File: src/tmint_pkg.sv
// Contract
// - periodic register: ptimer flags bits 7..4, enables bits 3..0, reset zero
// - small variant: stimer0 flags bits 5,4, enables 1,0, others read zero
// - large variant: stimer flags bits 7..4, enables bits 3..0, reset zero
// - an event sets its flag regardless of any enable bit
// - a set flag vectors only when its own enable is one
// - global enable at zero suppresses every interrupt
// - taking an interrupt pushes next pc and loads the vector
// - return from interrupt pops the saved pc
// - taking an interrupt clears the global enable
// - requests during servicing still set and keep their flags
// - no acknowledge while the stack is full
// - any set flag wakes the device from sleep or idle
package tmint_pkg;
  localparam int          ADDR_W         = 4;
  localparam int          PC_W           = 16;
  localparam int          NSRC           = 8;
  localparam int          STACK_DEPTH    = 16;
  localparam int          SP_W           = 5;
  localparam logic [3:0]  OFS_PTIMER     = 4'h0;
  localparam logic [3:0]  OFS_STIMER     = 4'h1;
  localparam logic [3:0]  OFS_GLOBAL     = 4'h2;
  localparam logic [3:0]  OFS_STATUS     = 4'h3;
  localparam logic [3:0]  OFS_VECTOR_LO  = 4'h4;
  localparam int          FLAG_LSB       = 4;
  localparam int          EN_LSB         = 0;
  localparam int          GIE_BIT        = 0;
  localparam logic [7:0]  REG_RESET      = 8'h00;
  localparam logic [7:0]  SMALL_MASK     = 8'h33;
  localparam logic [7:0]  LARGE_MASK     = 8'hFF;
  localparam logic [15:0] VECTOR_BASE    = 16'h0010;
  localparam logic [15:0] VECTOR_STEP    = 16'h0004;
endpackage

File: src/tmint_prio.sv
module tmint_prio
  import tmint_pkg::*;
(
  input  wire logic [NSRC-1:0] req,
  output logic                 any,
  output logic [2:0]           idx
);
  always_comb
  begin
    any = 1'b0;
    idx = 3'h0;
    for (int i = NSRC - 1; i >= 0; i--)
    begin
      if (req[i])
      begin
        any = 1'b1;
        idx = 3'(i);
      end
    end
  end
endmodule

File: src/tmint_ctrl.sv
// Decided for this implementation: the register addresses and the Avalon-MM interface to the registers.
module tmint_ctrl
  import tmint_pkg::*;
#(
  parameter bit LARGE = 1'b1
)
(
  input  wire logic                CLOCK,
  input  wire logic                NRST,
  input  wire logic [ADDR_W-1:0]   AVS_ADDRESS,
  input  wire logic                AVS_READ,
  input  wire logic                AVS_WRITE,
  input  wire logic [31:0]         AVS_WRITEDATA,
  output logic [31:0]              AVS_READDATA,
  output logic                     AVS_WAITREQUEST,
  input  wire logic [NSRC-1:0]     MATCH_EVENT,
  input  wire logic [PC_W-1:0]     NEXT_PC,
  input  wire logic                INSTR_BOUNDARY,
  input  wire logic                RETURN_FROM_INTERRUPT,
  input  wire logic                LOW_POWER,
  output logic                     PC_LOAD,
  output logic [PC_W-1:0]          PC_VALUE,
  output logic                     IRQ,
  output logic                     WAKE
);
  import tmint_pkg::*;

  typedef struct packed {
    logic [7:0]             ptimer;
    logic [7:0]             stimer;
    logic                   gie;
    logic [SP_W-1:0]        sp;
    logic                   pc_load;
    logic [PC_W-1:0]        pc_value;
    logic                   ack;
    logic [31:0]            rdata;
    logic                   wake;
  } state_t;

  state_t                   cur_ff;
  state_t                   nxt_ff;
  logic [PC_W-1:0]          stack_mem_ff [STACK_DEPTH];
  logic [NSRC-1:0]          flags;
  logic [NSRC-1:0]          enables;
  logic [NSRC-1:0]          pending;
  logic                     any_req;
  logic [2:0]               win_idx;
  logic                     stack_full;
  logic                     take;
  logic                     pop;
  logic [7:0]               stimer_mask;
  logic                     bus_req;

  // source order: ptimer0 P, ptimer0 A, ptimer1 P, ptimer1 A, then stimer same
  assign stimer_mask = LARGE ? LARGE_MASK : SMALL_MASK;
  assign flags   = {cur_ff.stimer[7:4], cur_ff.ptimer[7:4]};
  assign enables = {cur_ff.stimer[3:0], cur_ff.ptimer[3:0]};
  assign pending = flags & enables;
  assign stack_full = (cur_ff.sp == SP_W'(STACK_DEPTH));
  assign bus_req = AVS_READ | AVS_WRITE;

  tmint_prio u_prio
  (
    .req (pending),
    .any (any_req),
    .idx (win_idx)
  );

  assign take = any_req & cur_ff.gie & ~stack_full & INSTR_BOUNDARY & ~RETURN_FROM_INTERRUPT;
  assign pop  = RETURN_FROM_INTERRUPT & (cur_ff.sp != '0);

  always_comb
  begin
    logic [7:0] set_p;
    logic [7:0] set_s;
    logic [7:0] wd;
    set_p = {MATCH_EVENT[3:0], 4'h0};
    set_s = {MATCH_EVENT[7:4], 4'h0} & stimer_mask;
    wd    = AVS_WRITEDATA[7:0];
    nxt_ff = cur_ff;
    nxt_ff.pc_load = 1'b0;
    nxt_ff.ack = 1'b0;
    // a write lands at the edge where the master sees waitrequest low
    if (AVS_WRITE && cur_ff.ack)
    begin
      unique case (AVS_ADDRESS)
        OFS_PTIMER: nxt_ff.ptimer = wd;
        OFS_STIMER: nxt_ff.stimer = wd & stimer_mask;
        OFS_GLOBAL: nxt_ff.gie = wd[GIE_BIT];
        default: ;
      endcase
    end
    if (bus_req && !cur_ff.ack)
    begin
      nxt_ff.ack = 1'b1;
      nxt_ff.rdata = 32'h0000_0000;
      if (!AVS_WRITE)
      begin
        unique case (AVS_ADDRESS)
          OFS_PTIMER:    nxt_ff.rdata = {24'h0, cur_ff.ptimer};
          OFS_STIMER:    nxt_ff.rdata = {24'h0, cur_ff.stimer & stimer_mask};
          OFS_GLOBAL:    nxt_ff.rdata = {31'h0, cur_ff.gie};
          OFS_STATUS:    nxt_ff.rdata = {11'h0, stack_full, 7'h0, cur_ff.sp, pending};
          OFS_VECTOR_LO: nxt_ff.rdata = {16'h0, cur_ff.pc_value};
          default:       nxt_ff.rdata = 32'h0000_0000;
        endcase
      end
    end
    // set wins over a same-cycle software clear
    nxt_ff.ptimer = nxt_ff.ptimer | set_p;
    nxt_ff.stimer = nxt_ff.stimer | set_s;
    if (take)
    begin
      nxt_ff.gie = 1'b0;
      nxt_ff.sp = cur_ff.sp + SP_W'(1);
      nxt_ff.pc_load = 1'b1;
      nxt_ff.pc_value = VECTOR_BASE + PC_W'(VECTOR_STEP * PC_W'(win_idx));
    end
    else if (pop)
    begin
      nxt_ff.sp = cur_ff.sp - SP_W'(1);
      nxt_ff.pc_load = 1'b1;
      nxt_ff.pc_value = stack_mem_ff[cur_ff.sp[3:0] - 4'h1];
    end
    nxt_ff.wake = LOW_POWER & (|{nxt_ff.ptimer[7:4], nxt_ff.stimer[7:4]});
  end

  always_ff @(posedge CLOCK or negedge NRST)
  begin
    if (!NRST)
    begin
      cur_ff <= '0;
    end
    else
    begin
      cur_ff <= nxt_ff;
    end
  end

  // stack contents need no reset: only entries below the pointer are read
  always_ff @(posedge CLOCK)
  begin
    if (take)
    begin
      stack_mem_ff[cur_ff.sp[3:0]] <= NEXT_PC;
    end
  end

  assign AVS_WAITREQUEST = bus_req & ~cur_ff.ack;
  assign AVS_READDATA    = cur_ff.rdata;
  assign PC_LOAD         = cur_ff.pc_load;
  assign PC_VALUE        = cur_ff.pc_value;
  assign IRQ             = any_req & cur_ff.gie;
  assign WAKE            = cur_ff.wake;
endmodule

File: config.mk
export PLATFORM = sky130hd
export DESIGN_NAME = tmint_ctrl
export DESIGN_NICKNAME = d
export VERILOG_FILES = /design/src/tmint_pkg.sv /design/src/tmint_prio.sv /design/src/tmint_ctrl.sv
export SDC_FILE = /design/constraint.sdc
export NUM_CORES = 1
export LEC_CHECK = 0
export BUFFER_PORTS_ARGS = -buffer_cell sky130_fd_sc_hd__buf_2
export CORE_AREA = 8 8 262 188
export CTS_CLUSTER_SIZE = 10
export DETAILED_ROUTE_END_ITERATION = 6
export DIE_AREA = 0 0 270 196
export GPL_TIMING_DRIVEN = 0
export MAX_ROUTING_LAYER = met4
export PLACE_DENSITY = 0.52
export SYNTH_ARGS = -nofsm -noshare
export SYNTH_HDL_FRONTEND = slang
export SYNTH_SLANG_ARGS = --single-unit
File: constraint.sdc
create_clock -name CLOCK -period 3.5 [get_ports CLOCK]
set_input_delay 0.175 -clock CLOCK [delete_from_list [all_inputs] [get_ports CLOCK]]
set_output_delay 0.175 -clock CLOCK [all_outputs]
set_load 0.05 [all_outputs]
==> results by group, run 1 <==
Place
  – HPWL Detailed: 23700 µm
  – Routability cong.: 0.8507
  – Placed Area: 14570 µm²
  – PortBufs: 77
  – Pre-CTS WS: -1.034 ns

Synthesis
  – Xor and xnor fraction of the mapped netlist area: 0.003954
  – Area contributors post-synth: edfxtp_1 59%, dfrtp_1 11%, mux4_2 11%, buf_4 3.0%, mux2i_1 2.7%
  – Post-synthesis sequential area ratio: 0.7044
  – Mux contribution to synthesized area: 0.1433
  – #FFs+latches synth: 314
  – Post-synth top area share: 0.5925
  – Most common library cells after synthesis: 256 x edfxtp_1, 62 x mux4_2, 58 x dfrtp_1, 52 x buf_4, 42 x nand2_1
  – Cell taking the most area after synthesis: edfxtp_1
  – Main combinational cell family by area after synthesis: multiplexers
  – Cell Area, Synth: 12970 µm²
  – Cell count after synthesis: 740
  – Library cells used by synthesis: 57
  – Synth Area in Simple Gates: 0.04234
  – Area fraction in compound gates after synthesis: 0.05690
  – Ys async rst share: 0.1847
  – Adder-Cell Fraction of Synth Area: 0.004822
  – EDFF count, synth: 256
  – Synth Warn #: 0
  – Post-Syn Area per Cell: 17.53 µm²
  – Top-count cell post-synth: edfxtp_1
  – Synth Flop Type: edfxtp_1

Cells and area
  – Area grow syn2layout: 24.61%
  – Design area: 16170 µm²
  – # nets final: 998
  – # fillers: 4266
  – Proportion of layout cells with a drive suffix above 1: 0.3570

Critical path
  – Crit-path most repeated cell: buf_4
  – Critical setup path kind: register to register
  – CP max stage delay: 0.72 ns
  – Critical Path, Cell by Cell: buf_4, buf_4, inv_1, ha_4, a311oi_2, nand3_1, nor2_2, buf_8
  – Critical Path Start Type: register
  – Crit path DAT: 3.70 ns
  – Slowest cell on crit path: nor2_2
  – CP max FO: 10
  – Worst endpoint required time: 3.72 ns
  – Crit end category: register

STA
  – Peak Freq: 287.3 MHz
  – RSZ-0062 raised after global routing: yes
  – Max-slew headroom: 0.4579
  – Worst setup margin: 0.01938 ns
  – Setup TNS: 0 ns
  – Final worst path period share: 0.9945
  – Worst-margin pin slew: 0.8122 ns
  – Min Tclk post-route: 3.481 ns
  – Final setup vio count: 0
  – Pins over their slew limit: 0
  – Final hold viol count: 0
  – Final Skew: 0.02287 ns

Floorplan
  – Core Region: 45500 µm²
  – Die area: 52920 µm²
  – Die height: 196 µm
  – Die Wd: 270 µm
  – Row cnt: 66
  – Initial core utilization: 0.2851
  – Ports: 119

Global route
  – Number of global-route vias before repair: 7717
  – Largest net degree at the start of global routing: 59
  – Grt total ovfl: 0
  – Initial antenna violation count: 2
  – Total Routing Usage GR: 0.1327
  – Global-route wire length before repair: 51540 µm

Route
  – Total number of vias: 7390
  – ANT nets after route: 0
  – Routed WL per cell: 22.24 µm
  – Drt first pass iters: 6
  – Via-per-instance ratio: 4.743
  – Initial drt markers: 738
  – # DRC: 0
  – DRT Wirelength: 34660 µm

CTS
  – CTS tree: yes
  – Number of buffers created by CTS: 37
  – Root buf cell: clkbuf_16
  – CTS Buffer Depth: 3
  – CTS sink count: 314
  – Clk_lat worst skew: 0.53 ns
  – Clock-pin transition on the worst setup and hold timing paths: 0.06 ns
  – H-tree levels: 2

Power and ir drop
  – Leakage: 5.856 nW
  – Pwr Density: 780.5 nW/µm²
  – VDD IR max: 374.5 µV

Flow run
  – Max_cap viols: 0

Hold path
  – Hold Crit Class: input pin to register

Outcome
  – Run status: completed
-- final timing paths --
check	from	to	slack, ns	cells past startpoint
max	cur_ff[51]	stack_mem_ff[15][10]	0.02	8
max in group asynchronous	NRST	cur_ff[51]	2.67	2
max reg2reg	cur_ff[51]	stack_mem_ff[15][10]	0.02	8
min reg2reg	AVS_READDATA[14]	AVS_READDATA[14]	0.47	2
min	NEXT_PC[3]	stack_mem_ff[2][3]	0.03	1
min in group asynchronous	NRST	AVS_READDATA[14]	0.26	2
-- power breakdown --
part | switching [mW] | internal [mW] | leakage, nW
Combinational | 2.71 | 2.01 | 2.33
Clock | 1.44 | 1.99 | 0.508
Sequential | 0.225 | 4.24 | 3.01
-- repair_timing --
action / CTS / global route
setup endpoints to repair: 271 / 156
gates resized for setup: 30 / 10
endpoints found under the hold margin: 18 / 58
hold buffers: 19 / 1
buffers inserted: 13 / 7
pin swaps: 8 / 2
-- area by class of cell --
| type | count | area [µm²] | share of cell area |
|---|---|---|---|
| Clock inverter | 4 | 45.04 | 0.002786 |
| Antenna cell | 2 | 5.005 | 0.0003096 |
| Inverter | 12 | 45.04 | 0.002786 |
| Sequential cell | 314 | 9140 | 0.5654 |
| Clock buffer | 53 | 1007 | 0.06230 |
| Buffer | 83 | 551.8 | 0.03413 |
| Timing Repair Buffer | 134 | 1136 | 0.07027 |
| Tap cell | 612 | 765.7 | 0.04736 |
| Multi-Input combinational cell | 344 | 3471 | 0.2147 |
-- cell usage in the layout (no fill, tap or decap), drive strengths merged, types with 10 or more instances in the layout --
cell,netlist,final
a22oi,10,10
a31o,12,12
buf,68,180
clkbuf,16,70
conb,1,15
dfrtp,58,58
dlygate4sd3,0,20
edfxtp,256,256
inv,12,13
mux2,10,10
mux2i,35,35
mux4,62,62
nand2,42,42
nor2,30,30
nor3,11,11
o21ai,17,17
o22ai,14,14
-- per-stage QoR --
stage | utilization | power [mW] | hold slack, ns | instances
after floorplan | - | 7.617 | -0.1206 | 754
after global placement | 0.3119 | 9.000 | 0.3861 | 1443
after detailed placement | 0.3202 | 9.045 | 0.3973 | 1460
after CTS | 0.3531 | 12.64 | 0.003659 | 1548
after global routing | 0.3553 | 13.19 | 0.01558 | 1558
final | 0.3553 | 12.62 | 0.02972 | 1558
-- per-layer routing --
metal / vias to the layer above / wire length, µm / GRT usage
met5: - / 0 / -
met4: 0 / 420 / 0.02328
met3: 39 / 2665 / 0.03296
met2: 266 / 15400 / 0.1938
met1: 3829 / 16170 / 0.1885
li1: 3256 / - / -
-- cells by family after synthesis --
| group | Yosys count |
|---|---|
| AND/OR/NAND/NOR | 114 |
| adder cells (fa/ha/maj) | 5 |
| flip-flops | 314 |
| multiplexers | 107 |
| other | 1 |
| AO/OA/AOI/OAI | 98 |
| buffers and inverters | 96 |
| XOR/XNOR | 5 |
-- flip-flops by register name, indices dropped and copies added, names as in the netlist --
register and flops:
AVS_READDATA 17, stack_mem_ff 256, cur_ff 23, WAKE 1
PC_LOAD 1, PC_VALUE 16
-- worst max-delay path: cells and delay by family (launching register included) --
kind | cells | cell delay [ns]
AO/OA/AOI/OAI | 1 | 0.39
buffers and inverters | 4 | 1.00
AND/OR/NAND/NOR | 2 | 1.05
flip-flops | 1 | 0.46
adder cells (fa/ha/maj) | 1 | 0.25
Power figures use the tool's default switching activity.
==> run 2, diff against run 1 <==
- SETUP_SLACK_MARGIN: default -> 0.3
==> run 2 against run 1 <==
Against the previous run:
- sequential share of layout area decreased by 0.61 points
- hold slack got worse by 0.0087 ns
- setup slack improved by 0.40 ns
- clock-buffer cell count rose by 5
- non-clock buffer count is 7 higher
- global-route usage increased by 0.071 points
- die area unchanged
- first-iteration DRC count increased by 20%
- flip-flop and latch count is the same
- largest cell class unchanged
==> results by group, run 2 (synthesis gave the netlist of run 1 again) <==
Hold path
  – Hold Crit Class: input pin to register
  – Sink of the worst hold path: cur_ff[61]
  – Depth of the worst hold-timing path: 4
  – HP Start: AVS_WRITEDATA[4]

Critical path
  – CP delay by family, top: buffers and inverters
  – Worst endpoint required time: 3.92 ns
  – Crit end category: register
  – Critical Path, Cell by Cell: buf_6, buf_6, clkinvlp_4, ha_2, clkbuf_2, buf_6, clkbuf_8, mux4_2, mux2i_1, o22ai_1, a31o_2
  – Worst reg2reg startpoint: cur_ff[51]
  – CP max FO: 10
  – Reg2Reg Capture Point: PC_VALUE[15]
  – CP max stage delay: 0.44 ns
  – Worst R2R Setup Slack: 0.42 ns
  – Number of buffers and inverters on the critical path: 6
  – Crit path DAT: 3.50 ns
  – Critical setup path kind: register to register
  – Critical Path Start Type: register
  – Crit-path most repeated cell: buf_6
  – Slowest cell on crit path: dfrtp_2
  – Worst Reg-to-Reg Cells: 11

Flow run
  – Max_cap viols: 0

Cells and area
  – Commonest cells after routing, fill and taps aside: 256 x edfxtp_1, 83 x buf_2, 76 x buf_4, 62 x mux4_2, 57 x dfrtp_1
  – Proportion of layout cells with a drive suffix above 1: 0.3721
  – Area grow syn2layout: 25.98%
  – Max reg flops: 256
  – Most common cell after layout, fill and taps aside: edfxtp_1
  – # nets final: 1005

Route
  – ANT nets after route: 0
  – Drt first pass iters: 6
  – Routed WL per cell: 22.17 µm
  – Initial drt markers: 888
  – Via-per-instance ratio: 4.776
  – DRT Wirelength: 34800 µm
  – # DRC: 0
  – Total number of vias: 7499

Global route
  – Number of global-route vias before repair: 7785
  – Grt total ovfl: 0
  – Largest net degree at the start of global routing: 59
  – Initial antenna violation count: 4
  – Global-route wire length before repair: 51940 µm
  – Total Routing Usage GR: 0.1335

Floorplan
  – Initial core utilization: 0.2851
  – Core Region: 45500 µm²
  – Die height: 196 µm
  – Ports: 119
  – Die area: 52920 µm²
  – Die Wd: 270 µm
  – Row cnt: 66

STA
  – Worst-margin pin slew: 0.8138 ns
  – Peak Freq: 324.4 MHz
  – Final Skew: 0.01112 ns
  – Final hold viol count: 0
  – RSZ-0062 raised after global routing: no
  – Pins over their slew limit: 0
  – Setup TNS: 0 ns
  – Min Tclk post-route: 3.083 ns
  – Final worst path period share: 0.8807
  – Max-slew headroom: 0.4575
  – Final setup vio count: 0
  – Hold WS: 0.02102 ns

CTS
  – H-tree levels: 2
  – Root buf cell: clkbuf_16
  – Clk_lat worst skew: 0.53 ns
  – CTS Buffer Depth: 3
  – Clock-pin transition on the worst setup and hold timing paths: 0.05 ns
  – CTS tree: yes
  – Number of buffers created by CTS: 37
  – CTS sink count: 314

Power and ir drop
  – Overall power: 12.84 mW
  – Pwr Density: 785.5 nW/µm²
  – VDD IR max: 378.9 µV
  – Leakage: 5.911 nW

Place
  – HPWL Detailed: 23810 µm
  – PortBufs: 77
  – Routability cong.: 0.8547

Outcome
  – Run status: completed
## run 2: changes by cell type in the layout (fill, tap and decap cells not counted), moves of 2 or more
cell | previous run | this run
diode_2 | 2 | 4
clkbuf_1 | 26 | 29
buf_12 | 6 | 8
mux2i_2 | 0 | 4
nor2_4 | 9 | 12
o22ai_2 | 1 | 4
buf_6 | 2 | 5
o22ai_1 | 13 | 10
buf_4 | 72 | 76
ha_2 | 0 | 2
mux2i_1 | 35 | 31
clkbuf_4 | 4 | 2
clkbuf_8 | 0 | 3
nor2_2 | 3 | 0
## run 2: final cells by class
type / instances / area [µm²]
fill: 4273 / 29160
sequential: 314 / 9140
multi-input combinational: 344 / 3530
timing repair buffer: 140 / 1184
clock buffer: 58 / 1036
tap: 612 / 765.7
buffer: 84 / 594.3
inverter: 12 / 48.80
clock inverter: 2 / 36.28
antenna: 4 / 10.01
## run 2: metal layers
layer	global-route usage	vias to the layer above	wire length [µm]
met5	-	-	0
met4	0.02806	0	487
met3	0.03965	39	2579
met2	0.1864	250	14940
met1	0.1906	3944	16800
li1	-	3266	-
## run 2: worst max-delay path by stage
stage	startpoint	endpoint	slack, ns	cells after the start
after floorplan	cur_ff[51]	stack_mem_ff[5][0]	0.28	9
after global placement	cur_ff[51]	stack_mem_ff[12][10]	-1.54	9
after detailed placement	cur_ff[51]	PC_VALUE[8]	-0.98	11
after CTS	cur_ff[51]	PC_VALUE[8]	0.24	11
after global routing	cur_ff[51]	PC_VALUE[8]	0.28	11
final	cur_ff[51]	PC_VALUE[15]	0.42	11
## run 2: timing repair
item | 4_1_cts | 5_1_grt
pin swaps | 18 | 4
resized for setup | 42 | 17
buffers inserted | 23 | 6
hold buffers | 19 | 0
endpoints found under the setup margin | 274 | 213
hold endpoints to repair | 75 | 0
## run 2: power by group
part           total, mW  switching [mW]  internal [mW]
combinational       4.89            2.77           2.12
sequential          4.46           0.223           4.24
clock               3.49            1.46           2.03
## run 2: metrics by stage
step / setup WS (ns) / instance area (µm²) / util / std cells
3_3_place_gp: -1.541 / 14200 / 0.3120 / 1443
4_1_cts: 0.2430 / 16200 / 0.3561 / 1560
3_5_place_dp: -0.9847 / 14550 / 0.3197 / 1458
2_1_floorplan: 0.2821 / 13050 / - / 754
5_1_grt: 0.2780 / 16340 / 0.3592 / 1569
6_report: 0.4174 / 16340 / 0.3592 / 1570
## run 2: worst register-to-register path: cells and delay by family (launching register included)
| kind | cells | cell delay, ns |
|---|---|---|
| AO/OA/AOI/OAI | 2 | 0.49 |
| adder cells (fa/ha/maj) | 1 | 0.33 |
| buffers and inverters | 6 | 1.20 |
| flip-flops | 1 | 0.44 |
| multiplexers | 2 | 0.52 |
==> run 3, diff against run 2 <==
- CORE_AREA: 8 8 262 188 -> 8 8 221 223
- DIE_AREA: 0 0 270 196 -> 0 0 229 231
==> run 3 against run 2 <==
Against the previous run:
- utilization is 0.38 points lower
- clock-buffer cell count is 9 lower
- critical path depth is 1 lower
- critical endpoint is now PC_VALUE[10]
- global-route usage is 1.0 points lower
- routed wire length is 7.4% lower
- setup slack worse by 0.053 ns
==> results by group, run 3 (synthesis gave the netlist of run 1 again) <==
Route
  – # DRC: 0
  – Drt first pass iters: 6
  – Initial drt markers: 577
  – Via-per-instance ratio: 4.672
  – Routed WL per cell: 21.00 µm
  – DRT Wirelength: 32230 µm
  – ANT nets after route: 0
  – Total number of vias: 7171

Critical path
  – Worst setup path startpoint: cur_ff[51]
  – Worst R2R Setup Slack: 0.36 ns
  – Slowest cell on crit path: dfrtp_2
  – Critical Path, Cell by Cell: buf_6, buf_8, inv_1, ha_2, or3b_4, o21a_1, nand2_1, buf_4, o22ai_1, a31o_2
  – Crit path DAT: 3.54 ns
  – Critical setup path kind: register to register
  – CP max FO: 10
  – Crit end category: register
  – Worst Reg-to-Reg Cells: 10
  – Reg2Reg Capture Point: PC_VALUE[10]
  – CP max stage delay: 0.42 ns
  – Critical Path Start Type: register
  – Worst endpoint required time: 3.91 ns
  – Worst reg2reg startpoint: cur_ff[51]

CTS
  – Number of buffers created by CTS: 37
  – Clock-pin transition on the worst setup and hold timing paths: 0.05 ns
  – CTS sink count: 314
  – H-tree levels: 2
  – CTS tree: yes
  – Root buf cell: clkbuf_16
  – CTS Buffer Depth: 3
  – Clk_lat worst skew: 0.53 ns

Cells and area
  – # fillers: 4298
  – Multi-input combinational cell area: 3476 µm²
  – Non-filler cells, final: 1535
  – Most common cell after layout, fill and taps aside: edfxtp_1
  – Reg area: 9140 µm²
  – Area grow syn2layout: 23.51%
  – Proportion of layout cells with a drive suffix above 1: 0.3602
  – Max reg flops: 256
  – # nets final: 990
  – Commonest cells after routing, fill and taps aside: 256 x edfxtp_1, 83 x buf_2, 67 x buf_4, 62 x mux4_2, 57 x dfrtp_1

Outcome
  – Run status: completed

Floorplan
  – Die height: 231 µm
  – Initial core utilization: 0.2877
  – Ports: 119
  – Die area: 52900 µm²
  – Die Wd: 229 µm
  – Row cnt: 78
  – Core Region: 45090 µm²

STA
  – Worst-margin pin slew: 0.8457 ns
  – Hold WS: 0.03064 ns
  – Peak Freq: 318.9 MHz
  – Setup TNS: 0 ns
  – Max-slew headroom: 0.4362
  – Final setup vio count: 0
  – Min Tclk post-route: 3.136 ns
  – Final worst path period share: 0.8959
  – Pins over their slew limit: 0
  – Final hold viol count: 0
  – Final Skew: 0.01353 ns
  – RSZ-0062 raised after global routing: yes

Place
  – PortBufs: 77
  – Routability cong.: 0.7879
  – HPWL Detailed: 21860 µm
  – Dpl cells: 1447

Hold path
  – Hold Crit Class: input pin to register
  – HP Start: AVS_WRITEDATA[4]
  – Depth of the worst hold-timing path: 4
  – Sink of the worst hold path: cur_ff[61]

Power and ir drop
  – Register share of total power: 0.351
  – Leakage: 5.798 nW
  – Internal power: 8.312 mW
  – Comb pwr share: 0.379
  – Pwr Density: 788.0 nW/µm²
  – Switch Pwr: 4.316 mW
  – VDD IR max: 391.0 µV
  – Clock power share: 0.270
  – Switch share: 0.3418

Global route
  – Global-route wire length before repair: 48500 µm
  – Number of global-route vias before repair: 7430
  – Grt total ovfl: 0
  – Total Routing Usage GR: 0.1231
  – Largest net degree at the start of global routing: 59
  – Initial antenna violation count: 4

Flow run
  – Max_cap viols: 0
## run 3: cell count changes in the layout (fill, tap and decap cells not counted), sizes merged
cell	change
buf	-15
clkbuf	-9
clkinvlp	-1
diode	+1
inv	+1
## run 3: metrics by stage
| step | cell area, µm² | total power, mW | utilization | worst slack [ns] |
|---|---|---|---|---|
| detailed placement | 14520 | 9.014 | 0.3219 | -1.064 |
| CTS | 15970 | 12.77 | 0.3541 | 0.3631 |
| finish | 16020 | 12.63 | 0.3554 | 0.3644 |
| global route | 16020 | 13.21 | 0.3553 | 0.2888 |
| global placement | 14180 | 8.951 | 0.3145 | -1.469 |
| floorplan | 13050 | 7.619 | - | 0.2821 |
## run 3: worst max path at each step
| stage | to | slack (ns) | cells after the start |
|---|---|---|---|
| 2_1_floorplan | stack_mem_ff[5][0] | 0.28 | 9 |
| 3_3_place_gp | stack_mem_ff[13][13] | -1.47 | 9 |
| 4_1_cts | PC_VALUE[11] | 0.36 | 11 |
| 3_5_place_dp | PC_VALUE[12] | -1.06 | 11 |
| 6_report | PC_VALUE[10] | 0.36 | 10 |
| 5_1_grt | PC_VALUE[10] | 0.29 | 10 |
## run 3: layout make-up
cell class | instances | area share
sequential | 314 | 0.5704
clock buffer | 49 | 0.06254
timing repair buffer | 125 | 0.06028
multi-input combinational | 344 | 0.2169
clock inverter | 2 | 0.002264
tap | 600 | 0.04685
antenna | 5 | 0.0007808
inverter | 12 | 0.002811
buffer | 84 | 0.03717
## run 3: power by group through the flow
stage	clock (mW)	sequential [mW]	combinational [mW]
after floorplan	0	4.42	3.20
after global placement	0	4.51	4.44
after detailed placement	0	4.51	4.51
after CTS	3.51	4.42	4.84
after global routing	3.65	4.45	5.11
final	3.41	4.43	4.79
## run 3: repair_timing
action / in CTS / in global routing
setup endpoints to repair: 275 / 144
hold endpoints to repair: 45 / 0
gates resized for setup: 39 / 7
pin swaps: 8 / 2
buffers inserted: 9 / 4
hold buffers: 19 / 0
## run 3: critical path: cells and delay by family (launching register included)
kind / cells / cell delay [ns]
simple gates: 2 / 0.71
buf+inv: 4 / 0.84
compound gates: 3 / 0.73
flops: 1 / 0.42
fa+ha+maj: 1 / 0.30
## run 3: metal layers
metal  vias up  share of wire  global-route usage
li1       3241              -                   -
met1      3643           0.47              0.1664
met2       234           0.45              0.1853
met3        53          0.067             0.03005
met4         0          0.020             0.03048
met5         -              0                   -
